### src/core/hdu_regs.svh
// Register map, field positions, reset values and divisors of the serial port
`ifndef HDU_REGS_SVH
`define HDU_REGS_SVH

// ----------------------------------------------------------------------
// Register indices and byte addresses
// ----------------------------------------------------------------------
`define HDU_DATA_IDX 10'h0d6
`define HDU_CTRL_IDX 10'h0d7
`define HDU_DATA_ADDR {`HDU_DATA_IDX, 2'b00}
`define HDU_CTRL_ADDR {`HDU_CTRL_IDX, 2'b00}

// ----------------------------------------------------------------------
// Control register fields
// ----------------------------------------------------------------------
`define HDU_RX_FULL_BIT 7
`define HDU_TX_DONE_BIT 6
`define HDU_RX_IEN_BIT 5
`define HDU_TX_IEN_BIT 4
`define HDU_BAUD_MSB 3
`define HDU_BAUD_LSB 1
`define HDU_NINTH_BIT 0
`define HDU_CTRL_RESET 8'h00

// ----------------------------------------------------------------------
// Clock divisors per baud_sel code, and bus responses
// ----------------------------------------------------------------------
`define HDU_DIV_0 6656
`define HDU_DIV_1 3328
`define HDU_DIV_2 1664
`define HDU_DIV_3 832
`define HDU_DIV_4 416
`define HDU_DIV_5 256
`define HDU_DIV_6 208
`define HDU_OVERSAMPLE 8
`define HDU_RESP_OKAY 2'b00
`define HDU_RESP_SLVERR 2'b10

`endif

### src/core/hdu_pkg.sv
// Types shared by the serial port files
package hdu_pkg;

    // Control register image
    typedef struct packed {
        logic rx_full_flag;
        logic tx_done_flag;
        logic rx_irq_en;
        logic tx_irq_en;
        logic [2:0] baud_sel;
        logic ninth_bit;
    } hdu_ctrl_t;

    // Receiver states, Gray coded along the frame
    typedef enum logic [1:0] {
        HDU_RX_IDLE = 2'b00,
        HDU_RX_START = 2'b01,
        HDU_RX_DATA = 2'b11,
        HDU_RX_STOP = 2'b10
    } hdu_rx_state_t;

endpackage

### src/core/hdu_baud_gen.sv
// Oversample tick divider selected by baud_sel
`timescale 1ns/1ps
`include "hdu_regs.svh"

module hdu_baud_gen #(
    parameter int OVERSAMPLE = `HDU_OVERSAMPLE
) (
    input wire logic mclk,
    input wire logic sys_rst,
    input wire logic [2:0] baud_sel,
    output logic tick
);
    // ------------------------------------------------------------------
    // Divisor lookup
    // ------------------------------------------------------------------
    logic [9:0] count_reg;
    logic [9:0] period;
    logic run;

    generate
        if (OVERSAMPLE != 8)
        begin : g_bad
            $error("hdu_baud_gen: divisor table is built for 8x");
        end
    endgenerate

    // Mclk cycles per oversample state; code 7 stops the divider
    always_comb
    begin
        run = 1'b1;
        case (baud_sel)
            3'h0: period = 10'(`HDU_DIV_0 / OVERSAMPLE);
            3'h1: period = 10'(`HDU_DIV_1 / OVERSAMPLE);
            3'h2: period = 10'(`HDU_DIV_2 / OVERSAMPLE);
            3'h3: period = 10'(`HDU_DIV_3 / OVERSAMPLE);
            3'h4: period = 10'(`HDU_DIV_4 / OVERSAMPLE);
            3'h5: period = 10'(`HDU_DIV_5 / OVERSAMPLE);
            3'h6: period = 10'(`HDU_DIV_6 / OVERSAMPLE);
            default:
            begin
                period = 10'h001;
                run = 1'b0;
            end
        endcase
    end

    // Free running count; a new code applies at once
    always_ff @(posedge mclk)
    begin
        if (sys_rst || !run)
            count_reg <= 10'h000;
        else if (count_reg >= period - 10'h001)
            count_reg <= 10'h000;
        else
            count_reg <= count_reg + 10'h001;
    end

    assign tick = run && (count_reg >= period - 10'h001);

endmodule // hdu_baud_gen

### src/core/hdu_rx_vote.sv
// Two-of-three majority vote over three mid-bit samples
`timescale 1ns/1ps

module hdu_rx_vote #(
    parameter logic [2:0] SAMPLE_A = 3'h3,
    parameter logic [2:0] SAMPLE_B = 3'h4,
    parameter logic [2:0] SAMPLE_C = 3'h5
) (
    input wire logic mclk,
    input wire logic sys_rst,
    input wire logic tick,
    input wire logic [2:0] phase,
    input wire logic rx_in,
    output logic bit_value
);
    logic first_reg;
    logic second_reg;
    logic bit_reg;

    // Hold the first two samples, decide on the third
    always_ff @(posedge mclk)
    begin
        if (sys_rst)
        begin
            first_reg <= 1'b1;
            second_reg <= 1'b1;
            bit_reg <= 1'b1;
        end
        else if (tick)
        begin
            if (phase == SAMPLE_A)
                first_reg <= rx_in;
            if (phase == SAMPLE_B)
                second_reg <= rx_in;
            if (phase == SAMPLE_C)
                bit_reg <= (first_reg & second_reg) | (first_reg & rx_in)
                    | (second_reg & rx_in);
        end
    end

    assign bit_value = bit_reg;

endmodule // hdu_rx_vote

### src/core/hdu_uart.sv
// Half-duplex 9-bit serial port with AXI4-Lite register access
//
// Chosen here: register access over AXI4-Lite.
`timescale 1ns/1ps
`include "hdu_regs.svh"

// Behaviour
// Watch for falling edge when not transmitting
// Wait one eight-state bit for start
// Received ninth bit overwrites ninth_bit field
// After nine bits wait stop, then buffer
// Buffer load sets rx_full_flag, maybe interrupt
// Transmit start abandons any running reception
// Data write loads shifter, starts, clears done
// Data read returns receive buffer
// Software avoids read-modify-write on data register
// baud_sel picks divisor, code seven reserved
// baud_sel change applies immediately
// Control register bit layout at D7h
// rx_full_flag writable zero or one
// tx_done_flag set at end, cleared by writes
// rx_irq_en gates receive interrupt only
// tx_irq_en gates transmit interrupt only
// Interrupt is OR of enabled flags
// ninth_bit writes transmit level, reads received
// Eight states per bit, majority vote
// Frame: start, eight lsb-first, ninth, stop
// Pin follows transmitter only while sending
// Reset clears flags, enables, fields; idle
module hdu_uart #(
    parameter int OVERSAMPLE = `HDU_OVERSAMPLE,
    parameter int DATA_BITS = 9
) (
    input wire logic mclk,
    input wire logic sys_rst,
    input wire logic [11:0] s_axi_awaddr,
    input wire logic s_axi_awvalid,
    output logic s_axi_awready,
    input wire logic [31:0] s_axi_wdata,
    input wire logic [3:0] s_axi_wstrb,
    input wire logic s_axi_wvalid,
    output logic s_axi_wready,
    output logic [1:0] s_axi_bresp,
    output logic s_axi_bvalid,
    input wire logic s_axi_bready,
    input wire logic [11:0] s_axi_araddr,
    input wire logic s_axi_arvalid,
    output logic s_axi_arready,
    output logic [31:0] s_axi_rdata,
    output logic [1:0] s_axi_rresp,
    output logic s_axi_rvalid,
    input wire logic s_axi_rready,
    input wire logic rx_in,
    input wire logic port_level,
    output logic tx_pin,
    output logic tx_out_select,
    output logic irq
);
    // ------------------------------------------------------------------
    // Declarations
    // ------------------------------------------------------------------
    localparam logic [2:0] PH_LAST = 3'(OVERSAMPLE - 1);
    localparam logic [3:0] RX_LAST_BIT = 4'(DATA_BITS - 1);
    localparam logic [3:0] TX_LAST_BIT = 4'(DATA_BITS + 1);

    hdu_pkg::hdu_ctrl_t ctrl_reg;
    hdu_pkg::hdu_rx_state_t rx_state_reg;
    logic aw_held_reg;
    logic w_held_reg;
    logic [11:0] aw_addr_reg;
    logic [7:0] w_data_reg;
    logic w_lane_reg;
    logic bvalid_reg;
    logic [1:0] bresp_reg;
    logic rvalid_reg;
    logic [1:0] rresp_reg;
    logic [31:0] rdata_reg;
    logic [7:0] rx_buf_reg;
    logic [8:0] rx_shift_reg;
    logic [2:0] rx_phase_reg;
    logic [3:0] rx_cnt_reg;
    logic rx_prev_reg;
    logic [10:0] tx_shift_reg;
    logic [2:0] tx_phase_reg;
    logic [3:0] tx_cnt_reg;
    logic tx_active_reg;
    logic tick;
    logic voted_bit;
    logic do_write;
    logic write_mapped;
    logic wr_data;
    logic wr_ctrl;
    logic rd_take;
    logic rx_fall;
    logic rx_done;
    logic tx_start;
    logic tx_finish;

    generate
        if (OVERSAMPLE < 6 || OVERSAMPLE > 8 || DATA_BITS != 9)
        begin : g_bad
            $error("hdu_uart: unsupported oversample or frame width");
        end
    endgenerate

    // ------------------------------------------------------------------
    // AXI4-Lite write channel
    // ------------------------------------------------------------------
    assign s_axi_awready = !aw_held_reg;
    assign s_axi_wready = !w_held_reg;
    assign s_axi_bvalid = bvalid_reg;
    assign s_axi_bresp = bresp_reg;
    assign do_write = aw_held_reg && w_held_reg && !bvalid_reg;
    assign write_mapped = (aw_addr_reg == `HDU_DATA_ADDR)
        || (aw_addr_reg == `HDU_CTRL_ADDR);
    assign wr_data = do_write && w_lane_reg
        && (aw_addr_reg == `HDU_DATA_ADDR);
    assign wr_ctrl = do_write && w_lane_reg
        && (aw_addr_reg == `HDU_CTRL_ADDR);

    // Address and data are caught in either order
    always_ff @(posedge mclk)
    begin
        if (sys_rst)
        begin
            aw_held_reg <= 1'b0;
            w_held_reg <= 1'b0;
            aw_addr_reg <= 12'h000;
            w_data_reg <= 8'h00;
            w_lane_reg <= 1'b0;
        end
        else
        begin
            if (s_axi_awvalid && !aw_held_reg)
            begin
                aw_held_reg <= 1'b1;
                aw_addr_reg <= s_axi_awaddr;
            end
            else if (do_write)
                aw_held_reg <= 1'b0;
            if (s_axi_wvalid && !w_held_reg)
            begin
                w_held_reg <= 1'b1;
                w_data_reg <= s_axi_wdata[7:0];
                w_lane_reg <= s_axi_wstrb[0];
            end
            else if (do_write)
                w_held_reg <= 1'b0;
        end
    end

    // Write response; unmapped addresses answer SLVERR
    always_ff @(posedge mclk)
    begin
        if (sys_rst)
        begin
            bvalid_reg <= 1'b0;
            bresp_reg <= `HDU_RESP_OKAY;
        end
        else if (do_write)
        begin
            bvalid_reg <= 1'b1;
            bresp_reg <= write_mapped ? `HDU_RESP_OKAY : `HDU_RESP_SLVERR;
        end
        else if (s_axi_bready)
            bvalid_reg <= 1'b0;
    end

    // ------------------------------------------------------------------
    // AXI4-Lite read channel
    // ------------------------------------------------------------------
    assign s_axi_arready = !rvalid_reg;
    assign s_axi_rvalid = rvalid_reg;
    assign s_axi_rresp = rresp_reg;
    assign s_axi_rdata = rdata_reg;
    assign rd_take = s_axi_arvalid && !rvalid_reg;

    // Reads have no side effects; data address shows the buffer
    always_ff @(posedge mclk)
    begin
        if (sys_rst)
        begin
            rvalid_reg <= 1'b0;
            rresp_reg <= `HDU_RESP_OKAY;
            rdata_reg <= 32'h0000_0000;
        end
        else if (rd_take)
        begin
            rvalid_reg <= 1'b1;
            rresp_reg <= `HDU_RESP_OKAY;
            if (s_axi_araddr == `HDU_DATA_ADDR)
                rdata_reg <= {24'h000000, rx_buf_reg};
            else if (s_axi_araddr == `HDU_CTRL_ADDR)
                rdata_reg <= {24'h000000, ctrl_reg};
            else
            begin
                rdata_reg <= 32'h0000_0000;
                rresp_reg <= `HDU_RESP_SLVERR;
            end
        end
        else if (s_axi_rready)
            rvalid_reg <= 1'b0;
    end

    // ------------------------------------------------------------------
    // Control register
    // ------------------------------------------------------------------
    // Software writes first, hardware sets override in the same cycle
    always_ff @(posedge mclk)
    begin
        if (sys_rst)
            ctrl_reg <= hdu_pkg::hdu_ctrl_t'(`HDU_CTRL_RESET);
        else
        begin
            if (wr_ctrl)
            begin
                ctrl_reg.rx_full_flag <= w_data_reg[`HDU_RX_FULL_BIT];
                ctrl_reg.tx_done_flag <= w_data_reg[`HDU_TX_DONE_BIT];
                ctrl_reg.rx_irq_en <= w_data_reg[`HDU_RX_IEN_BIT];
                ctrl_reg.tx_irq_en <= w_data_reg[`HDU_TX_IEN_BIT];
                ctrl_reg.baud_sel <=
                    w_data_reg[`HDU_BAUD_MSB:`HDU_BAUD_LSB];
                ctrl_reg.ninth_bit <= w_data_reg[`HDU_NINTH_BIT];
            end
            if (wr_data)
                ctrl_reg.tx_done_flag <= 1'b0;
            if (tx_finish)
                ctrl_reg.tx_done_flag <= 1'b1;
            if (rx_done)
            begin
                ctrl_reg.rx_full_flag <= 1'b1;
                ctrl_reg.ninth_bit <= rx_shift_reg[8];
            end
        end
    end

    // Interrupt request from enabled flags
    assign irq = (ctrl_reg.rx_full_flag && ctrl_reg.rx_irq_en)
        || (ctrl_reg.tx_done_flag && ctrl_reg.tx_irq_en);

    // ------------------------------------------------------------------
    // Oversample clock and bit vote
    // ------------------------------------------------------------------
    hdu_baud_gen #(
        .OVERSAMPLE(OVERSAMPLE)
    ) u_baud (
        .mclk(mclk),
        .sys_rst(sys_rst),
        .baud_sel(ctrl_reg.baud_sel),
        .tick(tick)
    );

    hdu_rx_vote u_vote (
        .mclk(mclk),
        .sys_rst(sys_rst),
        .tick(tick),
        .phase(rx_phase_reg),
        .rx_in(rx_in),
        .bit_value(voted_bit)
    );

    // ------------------------------------------------------------------
    // Receiver
    // ------------------------------------------------------------------
    assign rx_fall = rx_prev_reg && !rx_in;
    assign rx_done = (rx_state_reg == hdu_pkg::HDU_RX_STOP) && tick
        && (rx_phase_reg == PH_LAST);

    // Previous line level for edge detection
    always_ff @(posedge mclk)
    begin
        if (sys_rst)
            rx_prev_reg <= 1'b1;
        else
            rx_prev_reg <= rx_in;
    end

    // Frame walk: start wait, nine bits, stop wait
    always_ff @(posedge mclk)
    begin
        if (sys_rst)
        begin
            rx_state_reg <= hdu_pkg::HDU_RX_IDLE;
            rx_phase_reg <= 3'h0;
            rx_cnt_reg <= 4'h0;
            rx_shift_reg <= 9'h000;
        end
        else if (tx_start || tx_active_reg)
            rx_state_reg <= hdu_pkg::HDU_RX_IDLE;
        else
        begin
            case (rx_state_reg)
                hdu_pkg::HDU_RX_IDLE:
                begin
                    rx_phase_reg <= 3'h0;
                    if (rx_fall)
                        rx_state_reg <= hdu_pkg::HDU_RX_START;
                end
                hdu_pkg::HDU_RX_START:
                begin
                    if (tick)
                    begin
                        rx_phase_reg <= rx_phase_reg + 3'h1;
                        if (rx_phase_reg == PH_LAST)
                        begin
                            rx_phase_reg <= 3'h0;
                            rx_cnt_reg <= 4'h0;
                            rx_state_reg <= hdu_pkg::HDU_RX_DATA;
                        end
                    end
                end
                hdu_pkg::HDU_RX_DATA:
                begin
                    if (tick)
                    begin
                        rx_phase_reg <= rx_phase_reg + 3'h1;
                        if (rx_phase_reg == PH_LAST)
                        begin
                            rx_phase_reg <= 3'h0;
                            rx_shift_reg <= {voted_bit, rx_shift_reg[8:1]};
                            rx_cnt_reg <= rx_cnt_reg + 4'h1;
                            if (rx_cnt_reg == RX_LAST_BIT)
                                rx_state_reg <= hdu_pkg::HDU_RX_STOP;
                        end
                    end
                end
                hdu_pkg::HDU_RX_STOP:
                begin
                    if (tick)
                    begin
                        rx_phase_reg <= rx_phase_reg + 3'h1;
                        if (rx_phase_reg == PH_LAST)
                        begin
                            rx_phase_reg <= 3'h0;
                            rx_state_reg <= hdu_pkg::HDU_RX_IDLE;
                        end
                    end
                end
                default: rx_state_reg <= hdu_pkg::HDU_RX_IDLE;
            endcase
        end
    end

    // Receive buffer frees the shifter for the next character
    always_ff @(posedge mclk)
    begin
        if (sys_rst)
            rx_buf_reg <= 8'h00;
        else if (rx_done)
            rx_buf_reg <= rx_shift_reg[7:0];
    end

    // ------------------------------------------------------------------
    // Transmitter
    // ------------------------------------------------------------------
    assign tx_start = wr_data;
    assign tx_finish = tx_active_reg && tick && (tx_phase_reg == PH_LAST)
        && (tx_cnt_reg == TX_LAST_BIT);

    // Shift out start, eight data lsb first, ninth, stop
    always_ff @(posedge mclk)
    begin
        if (sys_rst)
        begin
            tx_active_reg <= 1'b0;
            tx_shift_reg <= 11'h7ff;
            tx_phase_reg <= 3'h0;
            tx_cnt_reg <= 4'h0;
        end
        else if (tx_start)
        begin
            tx_active_reg <= 1'b1;
            tx_shift_reg <= {1'b1, ctrl_reg.ninth_bit, w_data_reg,
                1'b0};
            tx_phase_reg <= 3'h0;
            tx_cnt_reg <= 4'h0;
        end
        else if (tx_active_reg && tick)
        begin
            tx_phase_reg <= tx_phase_reg + 3'h1;
            if (tx_phase_reg == PH_LAST)
            begin
                tx_phase_reg <= 3'h0;
                tx_shift_reg <= {1'b1, tx_shift_reg[10:1]};
                tx_cnt_reg <= tx_cnt_reg + 4'h1;
                if (tx_cnt_reg == TX_LAST_BIT)
                    tx_active_reg <= 1'b0;
            end
        end
    end

    // Output multiplexer between transmitter and port level
    assign tx_out_select = tx_active_reg;
    assign tx_pin = tx_active_reg ? tx_shift_reg[0] : port_level;

    // ------------------------------------------------------------------
    // Assertions
    // ------------------------------------------------------------------
    a_start_edge_seen: assert property (@(posedge mclk) disable iff (sys_rst)
        (rx_state_reg == hdu_pkg::HDU_RX_IDLE && rx_fall && !tx_start
        && !tx_active_reg) |=> rx_state_reg == hdu_pkg::HDU_RX_START)
        else $error("start edge not taken");

    a_start_bit_wait: assert property (@(posedge mclk) disable iff (sys_rst)
        $rose(rx_state_reg == hdu_pkg::HDU_RX_DATA) |->
        $past(rx_state_reg) == hdu_pkg::HDU_RX_START
        && $past(rx_phase_reg) == 3'h7 && rx_cnt_reg == 4'h0)
        else $error("data phase entered before eight states");

    a_ninth_copy: assert property (@(posedge mclk) disable iff (sys_rst)
        rx_done |=> ctrl_reg.ninth_bit == $past(rx_shift_reg[8]))
        else $error("ninth bit not copied");

    a_buffer_load: assert property (@(posedge mclk) disable iff (sys_rst)
        rx_done |=> rx_buf_reg == $past(rx_shift_reg[7:0])
        && ctrl_reg.rx_full_flag && rx_state_reg == hdu_pkg::HDU_RX_IDLE)
        else $error("buffer not loaded after stop");

    a_tx_priority: assert property (@(posedge mclk) disable iff (sys_rst)
        tx_start |=> rx_state_reg == hdu_pkg::HDU_RX_IDLE && tx_active_reg)
        else $error("reception not abandoned on transmit");

    a_data_write: assert property (@(posedge mclk) disable iff (sys_rst)
        (tx_start && !tx_finish) |=> !ctrl_reg.tx_done_flag
        && tx_pin == 1'b0 && tx_out_select)
        else $error("data write did not start transmit");

    a_read_buffer: assert property (@(posedge mclk) disable iff (sys_rst)
        (rd_take && s_axi_araddr == `HDU_DATA_ADDR) |=>
        s_axi_rvalid && s_axi_rdata[7:0] == $past(rx_buf_reg))
        else $error("data read not from buffer");

    a_tx_frame_len: assert property (@(posedge mclk) disable iff (sys_rst)
        tx_finish |-> tx_cnt_reg == 4'ha && tx_shift_reg[0] == 1'b1
        ##1 (ctrl_reg.tx_done_flag && (!tx_out_select || $past(tx_start))))
        else $error("frame length or stop level wrong");

    a_irq_output: assert property (@(posedge mclk) disable iff (sys_rst)
        (ctrl_reg.tx_done_flag && ctrl_reg.tx_irq_en) |-> irq)
        else $error("enabled flag gives no interrupt");

    a_pin_route: assert property (@(posedge mclk) disable iff (sys_rst)
        !tx_out_select |-> tx_pin == port_level)
        else $error("pin not following port level");

    a_reset_clear: assert property (@(posedge mclk)
        sys_rst |=> ctrl_reg == 8'h00 && rx_state_reg == hdu_pkg::HDU_RX_IDLE)
        else $error("reset state wrong");

    c_rx_frame: cover property (@(posedge mclk) disable iff (sys_rst)
        rx_done);
    c_tx_frame: cover property (@(posedge mclk) disable iff (sys_rst)
        tx_finish);
    c_tx_preempt: cover property (@(posedge mclk) disable iff (sys_rst)
        tx_start && rx_state_reg == hdu_pkg::HDU_RX_DATA);

endmodule // hdu_uart

### config.mk
export PLATFORM = sky130hd
export DESIGN_NAME = hdu_uart
export DESIGN_NICKNAME = d
export VERILOG_FILES = /design/src/core/hdu_pkg.sv /design/src/core/hdu_baud_gen.sv /design/src/core/hdu_rx_vote.sv /design/src/core/hdu_uart.sv
export VERILOG_INCLUDE_DIRS = /design/src /design/src/core
export SDC_FILE = /design/constraint.sdc
export NUM_CORES = 1
export LEC_CHECK = 0
export BUFFER_PORTS_ARGS = -buffer_cell sky130_fd_sc_hd__buf_4
export CAP_MARGIN = 25
export CORE_ASPECT_RATIO = 1.1
export CORE_MARGIN = 2
export CORE_UTILIZATION = 35
export DETAILED_ROUTE_END_ITERATION = 10
export PLACE_DENSITY_LB_ADDON = 0.05
export SYNTH_ARGS = -nofsm -noshare
export SYNTH_HDL_FRONTEND = slang
export SYNTH_SLANG_ARGS = --single-unit
### constraint.sdc
create_clock -name mclk -period 3 [get_ports mclk]
set_clock_uncertainty 0.1 [all_clocks]
set_input_delay 0.3 -clock mclk [delete_from_list [all_inputs] [get_ports mclk]]
set_output_delay 0.3 -clock mclk [all_outputs]
set_load 0.02 [all_outputs]
==> results.json <==
{
  "ctsRootBufferMaster": "clkbuf_16",
  "powerDensity_nw_per_um2": 491,
  "cp_cell_sequence": "or3_1 > ha_1 > nand4_1 > a211oi_1 > or3_1 > o21a_2 > buf_4 > a221oi_1 > o21bai_1",
  "startpoint": "ctrl_reg[3]",
  "final_common_cell": "dfxtp_1",
  "grt_pass1_wl_um": 18900,
  "final_antenna_net_count": 0,
  "rsz0062_at_grt": "false",
  "p_leak_uw": 0.00252,
  "drc": 0,
  "timing.fmax_ghz": 0.363,
  "grt_usage_pct": 15.9,
  "antenna_found_initial": 0,
  "routed_via_density": 4.96,
  "io_buffers": 59,
  "period_minus_slack_ps": 2760,
  "r2r-start": "ctrl_reg[3]",
  "synth_cell_type_count": 56,
  "worst_hold_slack_ps": 25.9,
  "status": "complete, no violations",
  "cts_made_buffers": 9,
  "cts_tree": "yes",
  "vdd.ir_drop.worst_mv": 0.322,
  "clkSlewWorstSetupHoldPaths_ps": 70,
  "clk_latency_ps": 350,
  "hp-start": "s_axi_rready",
  "crit_family": "simple AND/OR/NAND/NOR gates",
  "worstPathArrival_ps": 2890,
  "cts.sinks": 101,
  "fillers": 1397,
  "start_kind": "flop",
  "drive_gt1_share_pct": 17.6,
  "core_area_um2": 13800,
  "synth_top_family_by_area": "simple AND/OR/NAND/NOR gates",
  "synth_edf_count": 0,
  "n_antenna_cell": 0,
  "wirelength_um": 11700,
  "syn_area_per_cell_um2": 8.48,
  "ys.flop_type": "dfxtp_1",
  "dp.cells": 807,
  "setup_viol": 0,
  "fin_cells": 823,
  "grt_pass1_vias": 3728,
  "ios": 113,
  "die_area_um2": 15100,
  "postCtsSetupBuffers": 0,
  "hold_path.class": "in -> reg",
  "clock_path_buffers": 2,
  "crit_top_cell": "or3_1",
  "min_period_over_period_pct": 91.9,
  "synth_area_um2": 4930,
  "report.final.hold_viol_count": 0,
  "cp_slowest_cell": "or3_1",
  "ctsHtreeMaxLevel": 3,
  "drtIter0Drc": 202,
  "max_slew.worst_pin.slew_ps": 752,
  "routedWlPerCell_um": 14.2,
  "critPathMaxFanout": 8,
  "synthMuxAreaShare_pct": 4.49,
  "gp_congestion": 0.785,
  "first_pass_iters": 4,
  "synth_cells": 582,
  "final_nets": 721,
  "critPathRequiredTime_ps": 3130,
  "yosys.area_share.simple_pct": 20.3,
  "grt_overflow_total": 0,
  "hpwl_um": 8460,
  "grt_start_max_net_pins": 50,
  "vias": 4085,
  "post-route-util_pct": 42.3,
  "synthArstFlopShare_pct": 0,
  "die_w_um": 117,
  "die_h_um": 129,
  "path_buf_inv": 1,
  "critPathKind": "reg -> reg",
  "synth-compound-area-share_pct": 17.9,
  "drv_slew": 0,
  "maxCapViolations": 0,
  "syn2layout_area_growth_pct": 18.2,
  "start_util_pct": 35.8,
  "yosysWarnings": 0,
  "largest_reg_flops": 12,
  "synth_seq_cells": 101,
  "final_cell_mix": "dfxtp_1, buf_4, nor2_1, nand2_1, a21oi_1",
  "register_area_um2": 2020,
  "maxSlewHeadroom_pct": 49.7,
  "setup_tns_ps": 0,
  "cp-end-kind": "flop",
  "multi_input_area_um2": 2580,
  "yosys.area_share.adder_pct": 5.78,
  "ys_seq_area_share_pct": 41.0,
  "timing.critical_path.slowest_cell_delay_ps": 420,
  "synth_xor_area_share_pct": 1.77,
  "rows": 45
}
## cell usage after synthesis, drive strengths merged (12+ instances only)
cell type	count	area share (%)
nor2	66	5.1
nand4	15	1.9
buf	40	5.4
mux2i	12	2.4
and3	12	1.5
ha	22	5.6
nand2	57	4.3
o31ai	22	3.3
dfxtp	101	41
clkbuf	23	1.7
a21oi	52	5.3
inv	20	1.5
nand3	22	2.2
## what timing repair did
action	in CTS	in global routing
hold buffers	0	0
gates resized for setup	0	5
endpoints found under the setup margin	0	21
## power breakdown
group / total, µW / switching [µW] / internal [µW]
Combinational: 198 / 119 / 78.6
Sequential: 1400 / 29.6 / 1370
Clock: 1270 / 493 / 774
## worst reg2reg max path, cell delays in order (launching register included)
cell and delay (ps):
dfxtp_1 380, or3_1 400, ha_1 290, nand4_1 140, a211oi_1 60, or3_1 420, o21a_2 300, buf_4 180
a221oi_1 270, o21bai_1 100
## layer usage
layer  share of wire, %  vias to the layer above  routed length [µm]  track usage (%)
met5                  0                        -                   0                0
met4               0.95                        0                 111             3.74
met3                2.7                        7                 317             4.62
met2                 49                       34                5700             25.6
met1                 47                     1944                5530             21.0
li1                   -                     2100                   -                -
## final cells by class
cell class	count	area share [%]
multi-input cells	423	44.3
flip-flops and latches	101	34.7
repair buffers	75	10.1
clock buffers	12	4.40
well taps	188	4.03
inverters	20	1.29
clock inverters	4	1.20
## kinds of logic after synthesis
logic type | Yosys count
flip-flops | 101
XOR/XNOR | 10
multiplexers | 21
buffers and inverters | 83
AND/OR/NAND/NOR | 209
other | 1
AO/OA/AOI/OAI | 134
adder cells (fa/ha/maj) | 23
## worst paths after layout
kind	cells after the start	slack [ps]	end
worst min register to register	2	370	w_lane_reg
worst max register to register	9	240	tx_shift_reg[8]
worst min-delay path	2	30	s_axi_rvalid
worst max-delay path	9	240	tx_shift_reg[8]
## per-stage QoR
stage	area [µm²]	power, µW	setup slack, ps
after global routing	5830	2990	18.6
after global placement	5500	1630	162
after CTS	5830	2910	92.4
final	5830	2860	242
after detailed placement	5500	1630	109
after floorplan	5030	1570	246
(Power assumes the default switching activity.)
